File: config.mk
export PLATFORM = sky130hd
export DESIGN_NAME = exception_cause_reporting
export DESIGN_NICKNAME = d
export VERILOG_FILES = /design/src/rtl/exc_pkg.sv /design/src/rtl/exc_code_map.sv /design/src/rtl/irq_flags.sv /design/src/rtl/exception_cause_reporting.sv
export SDC_FILE = /design/constraint.sdc
export NUM_CORES = 1
export LEC_CHECK = 0
export BUFFER_PORTS_ARGS = -buffer_cell sky130_fd_sc_hd__buf_2
export CAP_MARGIN = 15
export CORE_MARGIN = 5
export CORE_UTILIZATION = 45
export DETAILED_ROUTE_END_ITERATION = 12
export PLACE_DENSITY = 0.77
export SETUP_SLACK_MARGIN = 0.4
export SLEW_MARGIN = 20
export SYNTH_ARGS = -nofsm -noshare
export SYNTH_HDL_FRONTEND = slang
export SYNTH_SLANG_ARGS = --single-unit
File: constraint.sdc
create_clock -name pclk -period 1.9 [get_ports pclk]
set_input_delay 0.38 -clock pclk [delete_from_list [all_inputs] [get_ports pclk]]
set_output_delay 0.38 -clock pclk [all_outputs]
set_load 0.005 [all_outputs]
File: src/rtl/exc_pkg.sv
// package for the exception-cause reporting block: register map, field
// positions, cause codes, exception kinds and the event carrier.
// assumes a 32-bit apb register bus and a single core clock domain.
package exc_pkg;

   // bus widths
   localparam int DATA_W = 32;
   localparam int ADDR_W = 8;

   // register byte offsets on the apb bus
   localparam logic [ADDR_W-1:0] OFS_CAUSE = 8'h00;
   localparam logic [ADDR_W-1:0] OFS_STATUS = 8'h04;
   localparam logic [ADDR_W-1:0] OFS_MASK = 8'h08;
   localparam logic [ADDR_W-1:0] OFS_DEBUG = 8'h0C;
   localparam logic [ADDR_W-1:0] OFS_CTRL = 8'h10;

   // cause register field positions
   localparam int SOFT1_BIT = 9;
   localparam int SOFT0_BIT = 8;
   localparam int CODE_LSB = 2;
   localparam int CODE_W = 5;
   localparam int HWP_LSB = 10;
   localparam int HWP_W = 8;
   // low hardware pending bits fed from the core, top two are unused
   localparam int HWP_LIVE_W = 6;
   localparam int HWP_DEAD_W = 2;
   // every bit software must write as zero and always reads as zero
   localparam logic [DATA_W-1:0] CAUSE_RSVD = 32'hFFFC_0083;

   // control register field
   localparam int CTRL_EXT_BIT = 0;

   // interrupt status / mask layout
   localparam int EVT_W = 3;
   localparam int EVT_EXC = 0;
   localparam int EVT_DBG = 1;
   localparam int EVT_SOFT = 2;

   // reset values
   localparam logic [CODE_W-1:0] CODE_RST = 5'h00;
   localparam logic [EVT_W-1:0] EVT_RST = 3'h0;

   typedef logic [CODE_W-1:0] exc_code_t;

   // cause codes as stored in the code field
   localparam exc_code_t CODE_INT = 5'h00;
   localparam exc_code_t CODE_XLAT_MOD = 5'h01;
   localparam exc_code_t CODE_XLAT_LOAD = 5'h02;
   localparam exc_code_t CODE_XLAT_STORE = 5'h03;
   localparam exc_code_t CODE_LOAD_ADDR = 5'h04;
   localparam exc_code_t CODE_STORE_ADDR = 5'h05;
   localparam exc_code_t CODE_FETCH_BUS = 5'h06;
   localparam exc_code_t CODE_DATA_BUS = 5'h07;
   localparam exc_code_t CODE_SYSCALL = 5'h08;
   localparam exc_code_t CODE_BREAK = 5'h09;
   localparam exc_code_t CODE_BAD_OPCODE = 5'h0A;
   localparam exc_code_t CODE_COPROC_OFF = 5'h0B;
   localparam exc_code_t CODE_ARITH_WRAP = 5'h0C;
   localparam exc_code_t CODE_COND_STOP = 5'h0D;
   localparam exc_code_t CODE_FLOAT = 5'h0F;
   localparam exc_code_t CODE_IMPL0 = 5'h10;
   localparam exc_code_t CODE_IMPL1 = 5'h11;
   localparam exc_code_t CODE_COPROC2 = 5'h12;

   // exception kinds reported by the core pipeline
   typedef enum logic [3:0] {
      KIND_INT = 4'h0,
      KIND_XLAT_MOD = 4'h1,
      KIND_XLAT_LOAD = 4'h2,
      KIND_XLAT_STORE = 4'h3,
      KIND_LOAD_ADDR = 4'h4,
      KIND_STORE_ADDR = 4'h5,
      KIND_FETCH_BUS = 4'h6,
      KIND_DATA_BUS = 4'h7,
      KIND_SYSCALL = 4'h8,
      KIND_BREAK = 4'h9,
      KIND_BAD_OPCODE = 4'hA,
      KIND_COPROC_OFF = 4'hB,
      KIND_ARITH_WRAP = 4'hC,
      KIND_COND_STOP = 4'hD,
      KIND_FLOAT = 4'hE,
      KIND_COPROC2 = 4'hF
   } exc_kind_t;

   // exception entry event from the core
   typedef struct packed {
      logic take;
      exc_kind_t kind;
      logic in_debug;
   } exc_event_t;

endpackage

File: src/rtl/exc_code_map.sv
// exception kind to cause code translation, with debug redirection.
// assumes the event comes from logic on the same core clock.
`timescale 1ns/100ps
module exc_code_map
   import exc_pkg::*;
(
   input exc_event_t evt,
   output exc_code_t code,
   output logic to_cause,
   output logic to_debug
);

   // one lookup serves both destinations
   function automatic exc_code_t map_code(input exc_kind_t k);
      exc_code_t c;
      c = CODE_INT;
      unique case (k)
         KIND_INT: c = CODE_INT;
         KIND_XLAT_MOD: c = CODE_XLAT_MOD;
         KIND_XLAT_LOAD: c = CODE_XLAT_LOAD;
         KIND_XLAT_STORE: c = CODE_XLAT_STORE;
         KIND_LOAD_ADDR: c = CODE_LOAD_ADDR;
         KIND_STORE_ADDR: c = CODE_STORE_ADDR;
         KIND_FETCH_BUS: c = CODE_FETCH_BUS;
         KIND_DATA_BUS: c = CODE_DATA_BUS;
         KIND_SYSCALL: c = CODE_SYSCALL;
         KIND_BREAK: c = CODE_BREAK;
         KIND_BAD_OPCODE: c = CODE_BAD_OPCODE;
         KIND_COPROC_OFF: c = CODE_COPROC_OFF;
         KIND_ARITH_WRAP: c = CODE_ARITH_WRAP;
         KIND_COND_STOP: c = CODE_COND_STOP;
         KIND_FLOAT: c = CODE_FLOAT;
         KIND_COPROC2: c = CODE_COPROC2;
      endcase
      return c;
   endfunction

   assign code = map_code(evt.kind);
   assign to_debug = evt.take && evt.in_debug && (evt.kind == KIND_BREAK);
   assign to_cause = evt.take && !to_debug;

endmodule

File: src/rtl/irq_flags.sv
// sticky event flags with write-one-to-clear, a mask, one level irq.
// assumes set and clear strobes are single-cycle and on the core clock.
`timescale 1ns/100ps
module irq_flags #(
   parameter int W = 3
) (
   input wire logic pclk,
   input wire logic presetn,
   input wire logic [W-1:0] set,
   input wire logic [W-1:0] clr,
   input wire logic mask_we,
   input wire logic [W-1:0] mask_wdata,
   output logic [W-1:0] status,
   output logic [W-1:0] mask,
   output logic irq
);

   logic [W-1:0] status_q;
   logic [W-1:0] status_d;
   logic [W-1:0] mask_q;
   logic irq_q;

   // a set in the clearing cycle wins, so no event is lost
   assign status_d = (status_q & ~clr) | set;

   // flags, mask and registered interrupt level
   always_ff @(posedge pclk or negedge presetn)
   begin
      if (!presetn)
      begin
         status_q <= '0;
         mask_q <= '0;
         irq_q <= 1'b0;
      end
      else
      begin
         status_q <= status_d;
         if (mask_we)
            mask_q <= mask_wdata;
         irq_q <= |(status_d & (mask_we ? mask_wdata : mask_q));
      end
   end

   assign status = status_q;
   assign mask = mask_q;
   assign irq = irq_q;

endmodule

File: src/rtl/exception_cause_reporting.sv
// exception cause register with software interrupt requests, exported
// to an external interrupt controller when that mode is on.
// assumes core logic on pclk supplies exception events and hardware
// pending levels; software reaches the registers over apb.
//
// Our own choices: the APB slave port and the placing of the registers.
`timescale 1ns/100ps

module exception_cause_reporting
   import exc_pkg::*;
(
   input wire logic pclk,
   input wire logic presetn,
   // apb slave
   input wire logic psel,
   input wire logic penable,
   input wire logic pwrite,
   input wire logic [ADDR_W-1:0] paddr,
   input wire logic [DATA_W-1:0] pwdata,
   output logic [DATA_W-1:0] prdata,
   output logic pready,
   output logic pslverr,
   // core side
   input exc_event_t exc_event,
   input wire logic [HWP_LIVE_W-1:0] hw_irq_pend,
   output logic soft_irq_req_one,
   output logic soft_irq_req_zero,
   output logic [1:0] ext_soft_req,
   output logic [CODE_W-1:0] debug_cause_field,
   output logic irq
);

   // apb handshake state
   logic pready_q;          // high during the single access cycle
   logic pslverr_q;         // unmapped address answer
   logic [DATA_W-1:0] prdata_q;
   logic [DATA_W-1:0] rd_data_d;

   // cause register contents
   logic soft1_q;           // soft interrupt one request
   logic soft0_q;           // soft interrupt zero request
   exc_code_t cause_code_q; // most recent exception code
   logic [HWP_LIVE_W-1:0] hwp_q;
   logic [1:0] soft_vec;

   // debug cause field and external controller export
   exc_code_t debug_cause_q;
   logic ext_mode_q;        // external_irq_ctrl_mode
   logic [1:0] ext_req_q;

   // event mapping outputs
   exc_code_t mapped_code;
   logic to_cause;
   logic to_debug;

   // interrupt flag block
   logic [EVT_W-1:0] evt_set;
   logic [EVT_W-1:0] evt_clr;
   logic [EVT_W-1:0] evt_status;
   logic [EVT_W-1:0] evt_mask;
   logic irq_w;

   // decode of the access phase; writes land only at the pready edge
   wire acc = psel && penable && pready_q;
   wire wr = acc && pwrite;
   wire setup = psel && !penable;
   wire sel_cause = (paddr == OFS_CAUSE);
   wire sel_status = (paddr == OFS_STATUS);
   wire sel_mask = (paddr == OFS_MASK);
   wire sel_debug = (paddr == OFS_DEBUG);
   wire sel_ctrl = (paddr == OFS_CTRL);
   wire mapped = sel_cause || sel_status || sel_mask || sel_debug ||
      sel_ctrl;
   wire wr_cause = wr && sel_cause;
   wire wr_status = wr && sel_status;
   wire wr_mask = wr && sel_mask;
   wire wr_ctrl = wr && sel_ctrl;
   wire wd_soft1 = pwdata[SOFT1_BIT];
   wire wd_soft0 = pwdata[SOFT0_BIT];

   // assemble the cause word; reserved and unused pending read zero
   function automatic logic [DATA_W-1:0] build_cause(
      input logic [HWP_LIVE_W-1:0] hwp,
      input logic s1,
      input logic s0,
      input exc_code_t code);
      logic [DATA_W-1:0] w;
      w = '0;
      w[HWP_LSB +: HWP_LIVE_W] = hwp;
      w[SOFT1_BIT] = s1;
      w[SOFT0_BIT] = s0;
      w[CODE_LSB +: CODE_W] = code;
      return w;
   endfunction

   wire [DATA_W-1:0] cause_word = build_cause(hwp_q, soft1_q, soft0_q,
      cause_code_q);

   // read mux; narrower registers sit in the low bits
   assign rd_data_d =
      sel_cause ? cause_word :
      sel_status ? {{(DATA_W-EVT_W){1'b0}}, evt_status} :
      sel_mask ? {{(DATA_W-EVT_W){1'b0}}, evt_mask} :
      sel_debug ? {{(DATA_W-CODE_W){1'b0}}, debug_cause_q} :
      sel_ctrl ? {{(DATA_W-1){1'b0}}, ext_mode_q} :
      '0;

   // translation of the exception kind
   exc_code_map u_map (
      .evt(exc_event),
      .code(mapped_code),
      .to_cause(to_cause),
      .to_debug(to_debug)
   );

   // apb answer: zero wait states, data and error with pready
   always_ff @(posedge pclk or negedge presetn)
   begin
      if (!presetn)
      begin
         pready_q <= 1'b0;
         pslverr_q <= 1'b0;
         prdata_q <= '0;
      end
      else
      begin
         pready_q <= setup;
         pslverr_q <= setup && !mapped;
         // read data only on a read setup, so writes return zero
         prdata_q <= (setup && !pwrite) ? rd_data_d : '0;
      end
   end

   // software request bits: changed only by a cause write
   always_ff @(posedge pclk or negedge presetn)
   begin
      if (!presetn)
      begin
         soft1_q <= 1'b0;
         soft0_q <= 1'b0;
      end
      else if (wr_cause)
      begin
         soft1_q <= wd_soft1;
         soft0_q <= wd_soft0;
      end
   end

   // exception code: loaded only on exception entry, bus cannot touch it
   always_ff @(posedge pclk or negedge presetn)
   begin
      if (!presetn)
         cause_code_q <= CODE_RST;
      else if (to_cause)
         cause_code_q <= mapped_code;
   end

   // debug break while already in debug leaves the cause code alone
   always_ff @(posedge pclk or negedge presetn)
   begin
      if (!presetn)
         debug_cause_q <= CODE_RST;
      else if (to_debug)
         debug_cause_q <= mapped_code;
   end

   // hardware pending levels; core logic shares pclk so no synchroniser
   always_ff @(posedge pclk or negedge presetn)
   begin
      if (!presetn)
         hwp_q <= '0;
      else
         hwp_q <= hw_irq_pend;
   end

   // mode bit and export; one cycle behind the stored request bits
   assign soft_vec = {soft1_q, soft0_q};
   always_ff @(posedge pclk or negedge presetn)
   begin
      if (!presetn)
      begin
         ext_mode_q <= 1'b0;
         ext_req_q <= 2'b00;
      end
      else
      begin
         if (wr_ctrl)
            ext_mode_q <= pwdata[CTRL_EXT_BIT];
         ext_req_q <= ext_mode_q ? soft_vec : 2'b00;
      end
   end

   // events: cause load, debug load, a soft request newly raised
   assign evt_set[EVT_EXC] = to_cause;
   assign evt_set[EVT_DBG] = to_debug;
   assign evt_set[EVT_SOFT] = wr_cause &&
      ((wd_soft1 && !soft1_q) || (wd_soft0 && !soft0_q));
   assign evt_clr = wr_status ? pwdata[EVT_W-1:0] : '0;

   irq_flags #(
      .W(EVT_W)
   ) u_flags (
      .pclk(pclk),
      .presetn(presetn),
      .set(evt_set),
      .clr(evt_clr),
      .mask_we(wr_mask),
      .mask_wdata(pwdata[EVT_W-1:0]),
      .status(evt_status),
      .mask(evt_mask),
      .irq(irq_w)
   );

   // outputs, all from flip-flops
   assign prdata = prdata_q;
   assign pready = pready_q;
   assign pslverr = pslverr_q;
   assign soft_irq_req_one = soft1_q;
   assign soft_irq_req_zero = soft0_q;
   assign ext_soft_req = ext_req_q;
   assign debug_cause_field = debug_cause_q;
   assign irq = irq_w;
endmodule

==> results of run 1 <==
-- through the flow --
stage / cells / worst slack (ns)
6_report: 285 / 0.291
5_1_grt: 285 / 0.215
4_1_cts: 283 / 0.279
3_5_place_dp: 276 / -0.0807
3_3_place_gp: 276 / -0.000694
2_1_floorplan: 181 / 0.217
-- routing by layer --
| layer | GRT usage [%] | part of all wire [%] | up-vias |
|---|---|---|---|
| met5 | 0 | 0 | - |
| li1 | - | - | 668 |
| met3 | 6.16 | 7.3 | 7 |
| met4 | 5.87 | 2.5 | 0 |
| met2 | 22.0 | 49 | 45 |
| met1 | 18.3 | 41 | 672 |
-- layout make-up --
cell class,count,area [um2]
sequential,45,1130
multi-input combinational,111,787
fill,378,1820
tap,52,65.1
timing repair buffer,65,377
clock buffer,5,68.8
inverter,5,18.8
clock inverter,2,35.0
-- cell usage after synthesis, types with 2 or more instances --
cell type	number
dfrtp_1	45
buf_4	17
nand2_1	16
and2_1	13
mux2_2	8
a21oi_1	6
nand3_1	6
nor2_1	6
o21ai_0	6
inv_1	5
ha_1	3
nand4_1	3
a22o_1	2
a22oi_1	2
clkbuf_1	2
nand2b_1	2
nor2b_1	2
nor3_4	2
nor4_1	2
-- final timing paths --
| check | startpoint | cells past startpoint | endpoint |
|---|---|---|---|
| max in group asynchronous | presetn | 2 | prdata[14] |
| min in group pclk | hw_irq_pend[5] | 1 | hwp_q[5] |
| worst max register to register | pready | 5 | u_flags.irq |
| worst max-delay path | pready | 5 | u_flags.irq |
| worst min-delay path | presetn | 1 | prdata[12] |
| worst min register to register | hwp_q[2] | 1 | prdata[12] |
-- repair_timing --
item,4_1_cts,5_1_grt
endpoints found under the setup margin,11,12
resized for setup,9,2
pin swaps,2,2
buffers inserted,0,2
-- registers in the layout, indices dropped and copies added (netlist names) --
signal and count:
u_flags.status 3, u_flags.irq 1, cause_code_q 5, debug_cause_field 5, hwp_q 6, soft_irq_req_one 1, pslverr 1, prdata 15
soft_irq_req_zero 1, ext_mode_q 1, u_flags.mask 3, ext_soft_req 2, pready 1
-- logic make-up (layout without fill, tap and decap cells) --
logic type,count (synthesis),after routing,synth area share [%]
buffers and inverters,25,77,8.06
AO/OA/AOI/OAI,20,20,6.52
AND/OR/NAND/NOR,61,61,19.2
other,1,17,0.192
multiplexers,10,10,6.52
adder cells (fa/ha/maj),3,3,1.92
flip-flops,45,45,57.5
-- worst register-to-register path, cell delays in order, from the launching register on --
cell and delay (ns):
dfrtp_1 0.36, and4_4 0.26, nand4_4 0.14, mux2_4 0.34
and2_4 0.14, a221o_1 0.27
-- where the power goes --
part / internal, mW / switching [mW]
clock network: 0.382 / 0.309
logic: 0.0857 / 0.109
registers: 0.995 / 0.0215
total: 1.46 / 0.440
==> impl_results.md, run 1 <==
- Status: finished, final reports clean
- IO Port Bufs: 56
- Final WL: 4090 um
- Largest net degree at the start of global routing: 24
- Count of final setup violators: 0
- Cell row count: 24
- Vias per std cell: 4.88
- Total GRT Usage: 14.6%
- Synth top area share: 57.5%
- HPWL Detailed: 3150 um
- Max-cap viol count: 0
- Netlist cell types: 36
- Mapped cell area: 1960 um2
- Delay-heaviest family, CP: simple AND/OR/NAND/NOR gates
- Clock buffer depth: 2
- Die Wd: 75.9 um
- Ys flop type: dfrtp_1
- CP Max Fanout: 5
- Most frequent cells in the layout: buf_2, dfrtp_1, conb_1
- FF+latch count, synth: 45
- Crit path required time: 2.09 ns
- Delay of the slowest cell on the worst path: 0.36 ns
- Post-Syn Area per Cell: 11.9 um2
- Setup TNS: 0 ns
- Clock Skew: 0.00362 ns
- Starting Density: 45.6%
- Worst-Skew Late Latency: 0.30 ns
- Antenna violations before repair: 0
- Clock transition at path regs: 0.08 ns
- Final core occ: 57.7%
- Area of the die: 5770 um2
- Nets@finish: 293
- Slowest cell on crit path: dfrtp_1
- Critical-path cell list: and4_4, nand4_4, mux2_4, and2_4, a221o_1
- DR iter-0 viols: 62
- DR pass1 iterations: 4
- Hold Vio Cnt, Final: 0
- Ratio of cells with drive above 1 in the final layout: 41.2%
- Min-Delay Path Class: input port to asynchronous set/reset pin
- Sequential fraction of the synthesis area: 57.5%
- TritonCTS clock tree: yes
- Critical Path Sink Type: flop
- Critical path type: flop to flop
- Area after DPL: 2300 um2
- Ys Warns: 0
- Cell taking the most area after synthesis: dfrtp_1
- CTS H-tree depth: 2
- PwrDens: 768 nW/um2
- Fmax: 0.621 GHz
- Antenna-violating nets left: 0
- Cells after Synth: 165
- Antenna Cells: 0
- Number of I/O pins: 101
- Final instance area: 2480 um2
- Worst-Margin Slew: 0.507 ns
- Fin. max-slew vios: 0
- Drt drc: 0
- Placer's final routability congestion estimate: 0.800
- Worst vdd ir: 455 uV
- WP data arrival: 1.79 ns
- Root Buffer: clkbuf_8
- Vias in the first global route: 1,394
- Final period utilization: 84.7%
- CTS Buf Count: 5
- Power Total: 1.90 mW
- Commonest non-fill, non-tap cell in the layout: buf_2
- Via count: 1,392
- Worst Path Buf+Inv: 0
- Min Tclk post-route: 1.61 ns
- Chip height: 75.9 um
- Cts hold-fix bufs: 0
- Global-route wire length before repair: 6810 um
- Drt wl/cell: 14.4 um
- Leakage Power: 1.31 nW
- RSZ-0062 raised after global routing: yes
- Asr flop ratio synth: 100%
- Synth-to-layout area growth: 26.6%
- Clock Sinks: 45
- Grt ovf: 0
- Top area cells in the synthesized netlist: dfrtp_1, buf_4, mux2_2
- Register-to-register setup slack: 0.29 ns
- Max-slew headroom: 66.2%
- Core area: 4290 um2
- Worst setup SP type: flop
- EDFF count, synth: 0
- Hold_ws: 0.0394 ns
(Power assumes the default switching activity.)
==> inputs of run 2 (changes only) <==
ABC_AREA = 1   (was default)
CORE_UTILIZATION = 41   (was 45)
PLACE_DENSITY = 0.72   (was 0.77)
clock period = 1.4 ns   (was 1.9 ns; I/O delays follow)
==> run 2 against run 1 <==
Against the previous run:
- critical endpoint is now pready
- worst setup slack worse by 0.089 ns
- area after synthesis up 6.4%
- largest cell class unchanged
- critical path type is now flop to output pin
- worst hold slack better by 0.058 ns
==> impl_results.md, run 2 <==
- DR pass1 iterations: 4
- Worst vdd ir: 569 uV
- Antenna Cells: 0
- Commonest non-fill, non-tap cell in the layout: buf_2
- Min Tclk post-route: 1.20 ns
- Critical path type: flop to output pin
- Fin. max-slew vios: 0
- Clock buffer depth: 2
- Cell taking the most area after synthesis: dfrtp_1
- Clock Skew: 0.00854 ns
- Number of I/O pins: 101
- Sequential fraction of the synthesis area: 54.1%
- Slowest cell on crit path: dfrtp_1
- RSZ-0062 raised after global routing: yes
- Synth-to-layout area growth: 40.7%
- Reg2reg start: pready
- CP Max Fanout: 2
- Worst Path Buf+Inv: 2
- Ys Warns: 0
- FF+latch count, synth: 45
- Final WL: 4460 um
- Most frequent cells after synthesis: nand2_1, dfrtp_1, inv_1, nor2_1, buf_4
- Antenna-violating nets left: 0
- Drt wl/cell: 11.5 um
- CTS Buf Count: 5
- Global-route wire length before repair: 7040 um
- Fmax: 0.834 GHz
- Hold worst-path end: hwp_q[5]
- Cell row count: 26
- Max-cap viol count: 0
- Leakage Power: 1.53 nW
- Delay-heaviest family, CP: flip-flops
- Most common cell in the netlist: nand2_1
- Hold Vio Cnt, Final: 0
- Ratio of cells with drive above 1 in the final layout: 42.1%
- Status: finished, final reports clean
- WP data arrival: 0.92 ns
- Clock Sinks: 45
- Count of final setup violators: 0
- HPWL Detailed: 3420 um
- Hold_ws: 0.0969 ns
- Delay of the slowest cell on the worst path: 0.39 ns
- Antenna violations before repair: 0
- Hold Crit Depth: 1
- Largest net degree at the start of global routing: 46
- Die Wd: 81.3 um
- Root Buffer: clkbuf_8
- Core area: 5010 um2
- Clock transition at path regs: 0.08 ns
- Vias in the first global route: 1,637
- DR top layer: met4
- Stages on the worst setup path: 2
- Chip height: 81.3 um
- Worst-Skew Late Latency: 0.29 ns
- DR iter-0 viols: 77
- Crit path required time: 1.12 ns
- Post-Syn Area per Cell: 9.17 um2
- Register-to-register setup slack: 0.23 ns
- Mapped cell area: 2080 um2
- Drt drc: 0
- IO Port Bufs: 56
- Vias per std cell: 4.50
- Hold Startpoint: hw_irq_pend[5]
- Starting Density: 41.6%
- Nets@finish: 377
- CTS H-tree depth: 2
- Sequential cell area: 1130 um2
- Routed met1 length: 1720 um
- Max FFs per register: 15
- Reg-to-reg endpoint: u_flags.irq
- TritonCTS clock tree: yes
- Placer's final routability congestion estimate: 0.785
- Cells after Synth: 227
- Ys flop type: dfrtp_1
- Netlist cell types: 27
- Via count: 1,745
- EDFF count, synth: 0
- Setup TNS: 0 ns
- Total GRT Usage: 13.7%
- Min-Delay Path Class: input port to flop
- Grt ovf: 0
- Top area cells in the synthesized netlist: dfrtp_1, nand2_1, buf_4
- Worst setup SP type: flop
- Fillers: 446
- Final period utilization: 85.6%
- Critical-path cell list: buf_4, buf_6
- Asr flop ratio synth: 100%
- WL met3: 294 um
- PwrDens: 874 nW/um2
- Area of the die: 6600 um2
- Most frequent cells in the layout: buf_2, nand2_1, dfrtp_1
- Synth top area share: 54.1%
- Met2 WL post-DR: 2390 um
- Multi-input logic area: 877 um2
- Power Total: 2.56 mW
- Critical Path Sink Type: output pin
- R2R depth: 8
run 2: cell count changes after synthesis, sizes merged, moves of 7 or more:
cell   before  now
and2       13    0
nor2        6   31
nand3       6   15
mux2        9    0
nand2      16   55
inv         5   27
o21ai       6   13
run 2: layer usage:
layer,up-vias,track usage (%)
met4,0,3.55
li1,861,-
met5,-,0
met1,827,16.2
met2,51,24.3
met3,6,3.77
run 2: cell families (layout without fill, tap and decap cells):
family          count (synthesis)  count (layout)  share of synthesized area (%)
other cells                     1              17                          0.180
compound gates                 22              22                           5.65
flops                          45              45                           54.1
simple gates                  109             109                           26.4
buf+inv                        47             122                           11.8
fa+ha+maj                       3               3                           1.80
run 2: how the worst max path moves through the flow:
stage                 start               to
4_1_cts              pready      u_flags.irq
2_1_floorplan  exc_event[2]      u_flags.irq
6_report             pready           pready
5_1_grt              pready      u_flags.irq
3_5_place_dp   exc_event[2]  cause_code_q[1]
3_3_place_gp   exc_event[2]      u_flags.irq
run 2: timing repair:
item | in CTS | in global routing
buffers inserted | 6 | 10
hold buffers | 1 | 0
pin swaps | 4 | 13
setup endpoints to repair | 45 | 58
hold endpoints to repair | 45 | 0
resized for setup | 6 | 38
run 2: area by class of cell:
class,count,share of cell area [%]
Clock inverter,2,0.513
Tap cell,70,2.99
Inverter,27,4.02
Clock buffer,6,2.48
Multi-Input combinational cell,151,29.9
Timing Repair Buffer,87,21.6
Sequential cell,45,38.4
run 2: where the power goes:
part	switching, mW	internal, mW
Clock	0.415	0.351
Sequential	0.0324	1.36
Combinational	0.213	0.187
Total	0.660	1.90
run 2: through the flow:
step	instances	area, um2	worst slack [ns]	utilization, %
CTS	378	2720	0.211	54.3
global route	388	2930	0.141	58.5
detailed placement	363	2550	0.00141	50.9
global placement	363	2550	0.0537	50.9
finish	388	2930	0.202	58.5
floorplan	243	2200	0.277	-
